[src/design/iafu_pkg.sv]
// Package for the integer add and flag unit: opcodes, fields, register map
// Overview of operation
// - Operands from registers or immediates only
// - Operands are signed two's-complement
// - Flags derive from the written result
// - Carry flag is carry out of MSB
// - Overflow tracks signed overflow, sets summary
// - Adds never clear summary overflow flag
// - Overflow flags change only when enabled
// - Record bit writes condition field zero, except for ADDI and ADDIS
// - Flag writers stall following issue
// - Immediates sign-extended before the adder
// - Register sum; carrying forms update carry
// - Immediate sum uses zero for register zero
// - Shifted immediate sum updates no flags
// - Extended sum adds carry, updates carry
// - Minus-one sum adds carry and ones
// - Zero-extended sum adds carry, updates carry
// - Carry chaining allows wide sums
package iafu_pkg;

    // Addition forms selected by the issue logic
    typedef enum logic [2:0] {
        IAFU_OP_ADD    = 3'h0,
        IAFU_OP_ADDC   = 3'h1,
        IAFU_OP_ADDI   = 3'h2,
        IAFU_OP_ADDIC  = 3'h3,
        IAFU_OP_ADDIS  = 3'h4,
        IAFU_OP_ADDE   = 3'h5,
        IAFU_OP_ADDME  = 3'h6,
        IAFU_OP_ADDZE  = 3'h7
    } iafu_op_t;

    // Execution state, one-hot
    typedef enum logic [1:0] {
        IAFU_ST_IDLE = 2'b01,
        IAFU_ST_WAIT = 2'b10
    } iafu_state_t;

    localparam int unsigned IAFU_XLEN      = 32;
    localparam int unsigned IAFU_IMM_W     = 16;
    localparam int unsigned IAFU_REG_AW    = 5;
    localparam int unsigned IAFU_NUM_REGS  = 32;

    // Condition field zero bit positions (big-endian 0:3 map to 3..0)
    localparam int unsigned IAFU_CF_LT     = 3;
    localparam int unsigned IAFU_CF_GT     = 2;
    localparam int unsigned IAFU_CF_EQ     = 1;
    localparam int unsigned IAFU_CF_SO     = 0;

    // Exception register: summary, overflow, carry in top three bits
    localparam int unsigned IAFU_XR_SO     = 31;
    localparam int unsigned IAFU_XR_OVF    = 30;
    localparam int unsigned IAFU_XR_CRY    = 29;

    localparam logic [31:0] IAFU_ALL_ONES  = 32'hFFFF_FFFF;
    localparam logic [31:0] IAFU_ZERO      = 32'h0000_0000;
    localparam logic [3:0]  IAFU_CF_RESET  = 4'h0;

    // AXI4-Lite register byte offsets
    localparam logic [7:0] IAFU_A_CTRL     = 8'h00;
    localparam logic [7:0] IAFU_A_EXC      = 8'h04;
    localparam logic [7:0] IAFU_A_COND     = 8'h08;
    localparam logic [7:0] IAFU_A_IRQ_ST   = 8'h0C;
    localparam logic [7:0] IAFU_A_IRQ_MSK  = 8'h10;
    localparam logic [7:0] IAFU_A_REG_SEL  = 8'h14;
    localparam logic [7:0] IAFU_A_REG_DAT  = 8'h18;

    // Interrupt status bits: overflow set, carry set, summary set
    localparam int unsigned IAFU_IRQ_W     = 3;
    localparam int unsigned IAFU_IRQ_OVF   = 0;
    localparam int unsigned IAFU_IRQ_CRY   = 1;
    localparam int unsigned IAFU_IRQ_SO    = 2;

    localparam logic [1:0] IAFU_RESP_OKAY   = 2'b00;
    localparam logic [1:0] IAFU_RESP_SLVERR = 2'b10;

endpackage

[src/design/iafu_top.sv]
// Integer add and flag unit with register file and AXI4-Lite slave
`timescale 1ns/1ps
module iafu_top
    import iafu_pkg::*;
#(
    parameter int unsigned XLEN = IAFU_XLEN
) (
    input  wire logic              aclk,
    input  wire logic              aresetn,
    // Issue port
    input  wire logic              issue_valid,
    input  wire iafu_op_t          issue_op,
    input  wire logic [4:0]        dest_reg,
    input  wire logic [4:0]        first_source_reg,
    input  wire logic [4:0]        second_source_reg,
    input  wire logic [15:0]       signed_immediate,
    input  wire logic              overflow_enable,
    input  wire logic              record_bit,
    output logic                   issue_ready,
    output logic                   done,
    output logic [XLEN-1:0]        result,
    output logic                   irq,
    // AXI4-Lite slave
    input  wire logic [7:0]        s_axi_awaddr,
    input  wire logic              s_axi_awvalid,
    output logic                   s_axi_awready,
    input  wire logic [31:0]       s_axi_wdata,
    input  wire logic [3:0]        s_axi_wstrb,
    input  wire logic              s_axi_wvalid,
    output logic                   s_axi_wready,
    output logic [1:0]             s_axi_bresp,
    output logic                   s_axi_bvalid,
    input  wire logic              s_axi_bready,
    input  wire logic [7:0]        s_axi_araddr,
    input  wire logic              s_axi_arvalid,
    output logic                   s_axi_arready,
    output logic [31:0]            s_axi_rdata,
    output logic [1:0]             s_axi_rresp,
    output logic                   s_axi_rvalid,
    input  wire logic              s_axi_rready
);

    // Architectural state
    logic [XLEN-1:0]     general_register [IAFU_NUM_REGS];
    logic                carry_flag_q;
    logic                overflow_flag_q;
    logic                summary_flag_q;
    logic [3:0]          condition_field_zero_q;
    iafu_state_t         state_q;
    logic [IAFU_IRQ_W-1:0] irq_st_q;
    logic [IAFU_IRQ_W-1:0] irq_msk_q;
    logic [4:0]          reg_sel_q;
    logic                sw_exc_wr;

    // Operand fetch; only registers and immediates feed the adder
    wire logic [XLEN-1:0] src_a     = general_register[first_source_reg];
    wire logic [XLEN-1:0] src_b     = general_register[second_source_reg];
    wire logic            src_a_zero = (first_source_reg == 5'd0);
    wire logic [XLEN-1:0] src_a_or0 = src_a_zero ? IAFU_ZERO[XLEN-1:0]
                                              : src_a;
    // Sign extension of the 16-bit immediate
    wire logic [XLEN-1:0] imm_sx = {{(XLEN-16){signed_immediate[15]}},
                                    signed_immediate};
    // Shifted immediate: immediate above sixteen zero bits
    wire logic [XLEN-1:0] imm_sh = {signed_immediate, 16'h0000};

    // Operand selection per addition form
    logic [XLEN-1:0] opnd_a;
    logic [XLEN-1:0] opnd_b;
    logic            cin;
    logic            upd_ca;
    logic            may_ov;
    always_comb begin
        opnd_a = src_a;
        opnd_b = src_b;
        cin    = 1'b0;
        upd_ca = 1'b0;
        may_ov = 1'b1;
        unique case (issue_op)
            IAFU_OP_ADD: begin
                upd_ca = 1'b0;
            end
            IAFU_OP_ADDC: begin
                upd_ca = 1'b1;
            end
            IAFU_OP_ADDI: begin
                opnd_a = src_a_or0;
                opnd_b = imm_sx;
                may_ov = 1'b0;
            end
            IAFU_OP_ADDIC: begin
                opnd_a = src_a_or0;
                opnd_b = imm_sx;
                upd_ca = 1'b1;
                may_ov = 1'b0;
            end
            IAFU_OP_ADDIS: begin
                opnd_a = src_a_or0;
                opnd_b = imm_sh;
                may_ov = 1'b0;
            end
            IAFU_OP_ADDE: begin
                cin    = carry_flag_q;
                upd_ca = 1'b1;
            end
            IAFU_OP_ADDME: begin
                opnd_b = IAFU_ALL_ONES[XLEN-1:0];
                cin    = carry_flag_q;
                upd_ca = 1'b1;
            end
            IAFU_OP_ADDZE: begin
                opnd_b = IAFU_ZERO[XLEN-1:0];
                cin    = carry_flag_q;
                upd_ca = 1'b1;
            end
        endcase
    end

    // One adder; the extra bit is the carry out of the top position
    wire logic [XLEN:0]   sum_ext = {1'b0, opnd_a} + {1'b0, opnd_b}
                                    + {{XLEN{1'b0}}, cin};
    wire logic [XLEN-1:0] sum     = sum_ext[XLEN-1:0];
    wire logic            carry_o = sum_ext[XLEN];
    // Signed overflow: like-signed operands, result sign differs
    wire logic            ovf     = (opnd_a[XLEN-1] == opnd_b[XLEN-1]) &&
                                    (sum[XLEN-1] != opnd_a[XLEN-1]);

    // Form-specific update enables; immediate forms skip overflow, ADDI and ADDIS skip the record
    wire logic do_ov  = may_ov && overflow_enable;
    wire logic do_rec = record_bit &&
                        (issue_op != IAFU_OP_ADDI) &&
                        (issue_op != IAFU_OP_ADDIS);
    wire logic fire   = issue_valid && issue_ready;
    wire logic so_nxt = summary_flag_q | (do_ov & ovf);

    // Condition field from the value written
    wire logic [3:0] cf_nxt = {sum[XLEN-1],
                               ~sum[XLEN-1] & (sum != '0),
                               sum == '0,
                               so_nxt};

    // Flag writers hold issue off for one cycle so the next add
    // sees the settled carry; costs a bubble but no bypass path.
    wire logic flag_wr = fire && (upd_ca || do_ov);

    // Issue state machine
    always_ff @(posedge aclk) begin
        if (!aresetn) begin
            state_q <= IAFU_ST_IDLE;
        end else begin
            unique case (state_q)
                IAFU_ST_IDLE: begin
                    if (flag_wr) begin
                        state_q <= IAFU_ST_WAIT;
                    end
                end
                IAFU_ST_WAIT: begin
                    state_q <= IAFU_ST_IDLE;
                end
                default: begin
                    state_q <= IAFU_ST_IDLE;
                end
            endcase
        end
    end
    // Ready is its own flop; a bubble lasts exactly one cycle
    wire logic ready_d = !flag_wr;
    always_ff @(posedge aclk) begin
        if (!aresetn) begin
            issue_ready <= 1'b1;
        end else begin
            issue_ready <= ready_d;
        end
    end

    // Result write-back to the destination register
    always_ff @(posedge aclk) begin
        if (fire) begin
            general_register[dest_reg] <= sum;
        end
    end

    // Result and done pulse
    always_ff @(posedge aclk) begin
        if (!aresetn) begin
            done   <= 1'b0;
            result <= '0;
        end else begin
            done <= fire;
            if (fire) begin
                result <= sum;
            end
        end
    end

    // Exception flags; summary is only ever set here
    always_ff @(posedge aclk) begin
        if (!aresetn) begin
            carry_flag_q    <= 1'b0;
            overflow_flag_q <= 1'b0;
            summary_flag_q  <= 1'b0;
        end else if (fire) begin
            if (upd_ca) begin
                carry_flag_q <= carry_o;
            end
            if (do_ov) begin
                overflow_flag_q <= ovf;
                summary_flag_q  <= so_nxt;
            end
        end else if (sw_exc_wr) begin
            // Software write stands in for move-to-special-register
            carry_flag_q    <= s_axi_wdata[IAFU_XR_CRY];
            overflow_flag_q <= s_axi_wdata[IAFU_XR_OVF];
            summary_flag_q  <= s_axi_wdata[IAFU_XR_SO];
        end
    end

    // Condition field zero
    always_ff @(posedge aclk) begin
        if (!aresetn) begin
            condition_field_zero_q <= IAFU_CF_RESET;
        end else if (fire && do_rec) begin
            condition_field_zero_q <= cf_nxt;
        end
    end

    // AXI4-Lite write: take address and data together, then respond
    // Awready blocks a second take while the response is still to come
    wire logic wr_go     = s_axi_awvalid && s_axi_wvalid && !s_axi_bvalid &&
                           !s_axi_awready;
    assign sw_exc_wr     = wr_go && (s_axi_awaddr == IAFU_A_EXC) &&
                           s_axi_wstrb[3] && !fire;
    wire logic wr_hit    = (s_axi_awaddr == IAFU_A_EXC) ||
                           (s_axi_awaddr == IAFU_A_IRQ_MSK) ||
                           (s_axi_awaddr == IAFU_A_REG_SEL);
    always_ff @(posedge aclk) begin
        if (!aresetn) begin
            s_axi_awready <= 1'b0;
            s_axi_wready  <= 1'b0;
            s_axi_bvalid  <= 1'b0;
            s_axi_bresp   <= IAFU_RESP_OKAY;
            irq_msk_q     <= '0;
            reg_sel_q     <= '0;
        end else begin
            s_axi_awready <= 1'b0;
            s_axi_wready  <= 1'b0;
            if (s_axi_bvalid && s_axi_bready) begin
                s_axi_bvalid <= 1'b0;
            end
            // Response only after both address and data were taken
            if (s_axi_awready) begin
                s_axi_bvalid <= 1'b1;
            end
            // Busy issue cycle defers a flag register write: one writer
            if (wr_go && !(fire && s_axi_awaddr == IAFU_A_EXC)) begin
                s_axi_awready <= 1'b1;
                s_axi_wready  <= 1'b1;
                s_axi_bresp   <= wr_hit ? IAFU_RESP_OKAY : IAFU_RESP_SLVERR;
                if (s_axi_awaddr == IAFU_A_IRQ_MSK && s_axi_wstrb[0]) begin
                    irq_msk_q <= s_axi_wdata[IAFU_IRQ_W-1:0];
                end
                if (s_axi_awaddr == IAFU_A_REG_SEL && s_axi_wstrb[0]) begin
                    reg_sel_q <= s_axi_wdata[4:0];
                end
            end
        end
    end

    // Read decode
    wire logic rd_go = s_axi_arvalid && !s_axi_rvalid && !s_axi_arready;
    logic [31:0] rd_data;
    logic        rd_hit;
    always_comb begin
        rd_data = '0;
        rd_hit  = 1'b1;
        unique case (s_axi_araddr)
            IAFU_A_CTRL:    rd_data = {30'd0, state_q == IAFU_ST_WAIT,
                                       issue_ready};
            IAFU_A_EXC:     rd_data = {summary_flag_q, overflow_flag_q,
                                       carry_flag_q, 29'd0};
            IAFU_A_COND:    rd_data = {28'd0, condition_field_zero_q};
            IAFU_A_IRQ_ST:  rd_data = {29'd0, irq_st_q};
            IAFU_A_IRQ_MSK: rd_data = {29'd0, irq_msk_q};
            IAFU_A_REG_SEL: rd_data = {27'd0, reg_sel_q};
            IAFU_A_REG_DAT: rd_data = general_register[reg_sel_q];
            default:        rd_hit  = 1'b0;
        endcase
    end
    wire logic st_rd = rd_go && (s_axi_araddr == IAFU_A_IRQ_ST);

    always_ff @(posedge aclk) begin
        if (!aresetn) begin
            s_axi_arready <= 1'b0;
            s_axi_rvalid  <= 1'b0;
            s_axi_rdata   <= '0;
            s_axi_rresp   <= IAFU_RESP_OKAY;
        end else begin
            s_axi_arready <= rd_go;
            if (s_axi_rvalid && s_axi_rready) begin
                s_axi_rvalid <= 1'b0;
            end
            // Data wait in rdata until the address has been taken
            if (s_axi_arready) begin
                s_axi_rvalid <= 1'b1;
            end
            if (rd_go) begin
                s_axi_rdata  <= rd_data;
                s_axi_rresp  <= rd_hit ? IAFU_RESP_OKAY : IAFU_RESP_SLVERR;
            end
        end
    end

    // Sticky event bits; a new event wins over the clear-on-read
    wire logic [IAFU_IRQ_W-1:0] ev;
    assign ev[IAFU_IRQ_OVF] = fire && do_ov && ovf;
    assign ev[IAFU_IRQ_CRY] = fire && upd_ca && carry_o;
    assign ev[IAFU_IRQ_SO] = fire && do_ov && ovf && !summary_flag_q;
    always_ff @(posedge aclk) begin
        if (!aresetn) begin
            irq_st_q <= '0;
            irq <= 1'b0;
        end else begin
            irq_st_q <= (st_rd ? '0 : irq_st_q) | ev;
            irq      <= |(((st_rd ? '0 : irq_st_q) | ev) & irq_msk_q);
        end
    end

endmodule

[config.mk]
export PLATFORM = sky130hd
export DESIGN_NAME = iafu_top
export DESIGN_NICKNAME = d
export VERILOG_FILES = /design/src/design/iafu_pkg.sv /design/src/design/iafu_top.sv
export SDC_FILE = /design/constraint.sdc
export NUM_CORES = 2
export LEC_CHECK = 0
export BUFFER_PORTS_ARGS = -buffer_cell sky130_fd_sc_hd__buf_2
export CORE_ASPECT_RATIO = 1.75
export CORE_MARGIN = 2
export CORE_UTILIZATION = 45
export CTS_CLUSTER_DIAMETER = 150
export DETAILED_ROUTE_END_ITERATION = 12
export SLEW_MARGIN = 10
export SYNTH_ARGS = -nofsm -noshare
export SYNTH_HDL_FRONTEND = slang
export SYNTH_SLANG_ARGS = --single-unit
[constraint.sdc]
create_clock -name aclk -period 6.71 [get_ports aclk]
set_clock_uncertainty 0.1 [all_clocks]
set_input_delay 0.671 -clock aclk [delete_from_list [all_inputs] [get_ports aclk]]
set_output_delay 0.671 -clock aclk [all_outputs]
set_load 0.05 [all_outputs]
==> flow_summary.json <==
{
  "synth_cells": 3273,
  "power_density_nw_per_um2": 273.2,
  "grt_pass1_wl_um": 296400,
  "final_common_cell": "edfxtp_1",
  "worst_setup_path_start_kind": "primary input",
  "finalWeightedCongestion": 0.9712,
  "clk_latency_ns": 0.77,
  "dp_hpwl_um": 130300,
  "grt_pass1_vias": 39160,
  "required_ns": 7.28,
  "p_total_mw": 18.82,
  "async_flop_share": 0,
  "cts_made_buffers": 108,
  "drt_iter0_markers": 4631,
  "dieHeight_um": 491.2,
  "ioPinCount": 172,
  "dieArea_um2": 138700,
  "layout-drive-gt1-share": 0.4458,
  "cts_hold_buf": 0,
  "clock_sinks": 1122,
  "ys_seq_area_frac": 0.5360,
  "ant_nets": 0,
  "yosysWarnings": 0,
  "wl_um": 211000,
  "ys.flop_type": "edfxtp_1",
  "cts-root-buf": "clkbuf_16",
  "worstHoldPathType": "in -> reg",
  "cp.arrival_ns": 6.44,
  "antenna_found_initial": 6,
  "finalCriticalPeriod_ns": 5.862,
  "whs_ns": 0.1230,
  "path_max_fanout": 27,
  "setup_tns_ns": 0,
  "cts_buffer_depth": 3,
  "rows": 178,
  "slew_headroom": 0.1653,
  "cts_tree": "done",
  "post-cts-setup-buffers": 0,
  "start_util": 0.4537,
  "critical_path_class": "in -> reg",
  "core-area_um2": 134500,
  "clkSlewWorstSetupHoldPaths_ns": 0.07,
  "fin_crit_sh": 0.8736,
  "vias": 37650,
  "synth_edf_count": 1024,
  "drc": 0,
  "postSynthAreaPerCell_um2": 18.65,
  "cts_resized": 0,
  "leakagePower_nw": 21.46,
  "io_buffers": 143,
  "final_cell_mix": "edfxtp_1 (1,024), mux4_2 (959), buf_4 (185)",
  "grt_setup_unrepaired": "no",
  "h-tree-depth": 3,
  "finalSetupViolations": 0,
  "track_usage": 0.3084,
  "grt_start_max_net_pins": 104,
  "syn_to_final_growth_pct": 12.89,
  "status": "completed",
  "wire_per_inst_um": 39.43,
  "tightest_slew_ns": 1.249,
  "synth_cell_type_count": 76,
  "cap_violations": 0,
  "first_pass_iters": 7,
  "reg2reg_slack_ns": 1.04,
  "clock.fmax_mhz": 170.6,
  "place_area_um2": 65330,
  "finalHoldViolations": 0,
  "ir_drop_mv": 0.2235,
  "ys_ff_latch": 1122,
  "gr-total-overflow": 0,
  "end_kind": "flop",
  "die_w_um": 282.4,
  "finalNetCount": 3581,
  "finalInstanceArea_um2": 68900,
  "netlist_area_um2": 61030,
  "vias_per_cell": 7.037,
  "finalMaxSlewViolations": 0
}
-- cell families (layout without fill, tap and decap cells) --
logic type | count (synthesis) | in the layout | share of synthesized area
buf+inv | 312 | 582 | 0.02019
xor+xnor | 28 | 28 | 0.004018
mux | 1067 | 1067 | 0.3720
simple gates | 457 | 457 | 0.03342
other cells | 1 | 9 | 0.00006144
compound gates | 253 | 253 | 0.02739
fa+ha+maj | 33 | 33 | 0.007011
flops | 1122 | 1122 | 0.5360
-- Yosys cell counts, types with 3 or more instances --
master / count / area share
o22ai_1: 4 / 0.00041
o21ai_1: 4 / 0.00033
nand2b_1: 10 / 0.0010
nor3_1: 16 / 0.0013
or4_1: 3 / 0.00037
nand2_1: 136 / 0.0084
o21a_1: 6 / 0.00074
buf_4: 3 / 0.00037
nor2b_1: 4 / 0.00041
edfxtp_1: 1024 / 0.50
mux2_2: 18 / 0.0033
clkbuf_1: 172 / 0.011
mux2i_1: 90 / 0.015
o221ai_1: 17 / 0.0024
nor4_1: 4 / 0.00041
ha_1: 31 / 0.0064
inv_1: 24 / 0.0015
dfxtp_1: 98 / 0.032
a211oi_1: 9 / 0.0011
and2_1: 6 / 0.00062
xor2_1: 13 / 0.0019
o221a_2: 15 / 0.0028
nor2_1: 196 / 0.012
buf_2: 34 / 0.0028
mux4_2: 959 / 0.35
o31ai_1: 4 / 0.00049
or3_1: 29 / 0.0030
xnor2_1: 15 / 0.0022
o21ai_0: 35 / 0.0029
nand3_1: 17 / 0.0014
buf_1: 78 / 0.0048
nand3b_1: 6 / 0.00074
nand4_1: 6 / 0.00062
a21o_1: 8 / 0.00098
and3_1: 5 / 0.00051
a31oi_1: 5 / 0.00051
nand4b_1: 3 / 0.00043
a21oi_1: 102 / 0.0084
o211ai_1: 8 / 0.00098
a22oi_1: 8 / 0.00098
nor3b_1: 3 / 0.00037
-- critical path: stages --
cell,delay [ns]
buf_8,0.37
buf_4,0.42
mux4_2,0.56
mux4_2,0.51
mux2i_1,0.35
buf_4,0.23
nor2_1,0.05
ha_1,0.30
nand2_1,0.12
nor3_1,0.23
o211ai_1,0.17
a211oi_1,0.45
nor2_1,0.11
xor2_1,0.28
or4b_1,0.48
or4_1,0.45
nor4_2,0.32
buf_4,0.17
a31o_1,0.14
-- registers in the layout, indices dropped and copies added, names as in the netlist, 2 cells and up, named ones only --
register                flops
irq_msk_q                   3
result                     32
s_axi_rdata                32
reg_sel_q                   5
condition_field_zero_q      4
irq_st_q                    3
state_q                     2
general_register         1024
-- routing by layer --
| metal | routed length, um | share of wire | GRT usage |
|---|---|---|---|
| met1 | 73980 | 0.35 | 0.3873 |
| met2 | 103700 | 0.49 | 0.4988 |
| met3 | 18370 | 0.087 | 0.05501 |
| met4 | 14930 | 0.071 | 0.1873 |
| met5 | 10 | 0.000047 | 0 |
-- final timing paths --
path         cells past startpoint                    start                        end
max                             19      first_source_reg[0]  condition_field_zero_q[1]
min                              3           s_axi_wdata[0]               irq_msk_q[0]
max reg2reg                     16  general_register[15][4]  condition_field_zero_q[1]
min reg2reg                      1               state_q[1]                 state_q[1]
-- where the power goes --
group / leakage [nW] / total [mW] / switching (mW) / internal [mW]
logic: 9.70 / 3.65 / 2.53 / 1.12
clock network: 1.74 / 6.24 / 2.82 / 3.42
registers: 10.0 / 8.94 / 0.0861 / 8.85
-- cell type report --
type                            count  area [um2]
Fill cell                       10810       65620
Sequential cell                  1122       32730
Multi-Input combinational cell   1840       27500
Clock buffer                      136        2890
Timing Repair Buffer              356        2763
Tap cell                         1800        2252
Clock inverter                     66       663.1
Inverter                           24       91.34
Antenna cell                        7       17.52
-- through the flow --
step	setup slack, ns	cells	util
CTS	0.8613	5344	0.5121
finish	0.8483	5351	0.5122
global route	0.6283	5345	0.5121
detailed placement	0.06995	5142	0.4857
floorplan	0.1254	3274	-
global placement	0.04135	5142	0.4857
No activity file was read; power rests on OpenSTA's default activity.
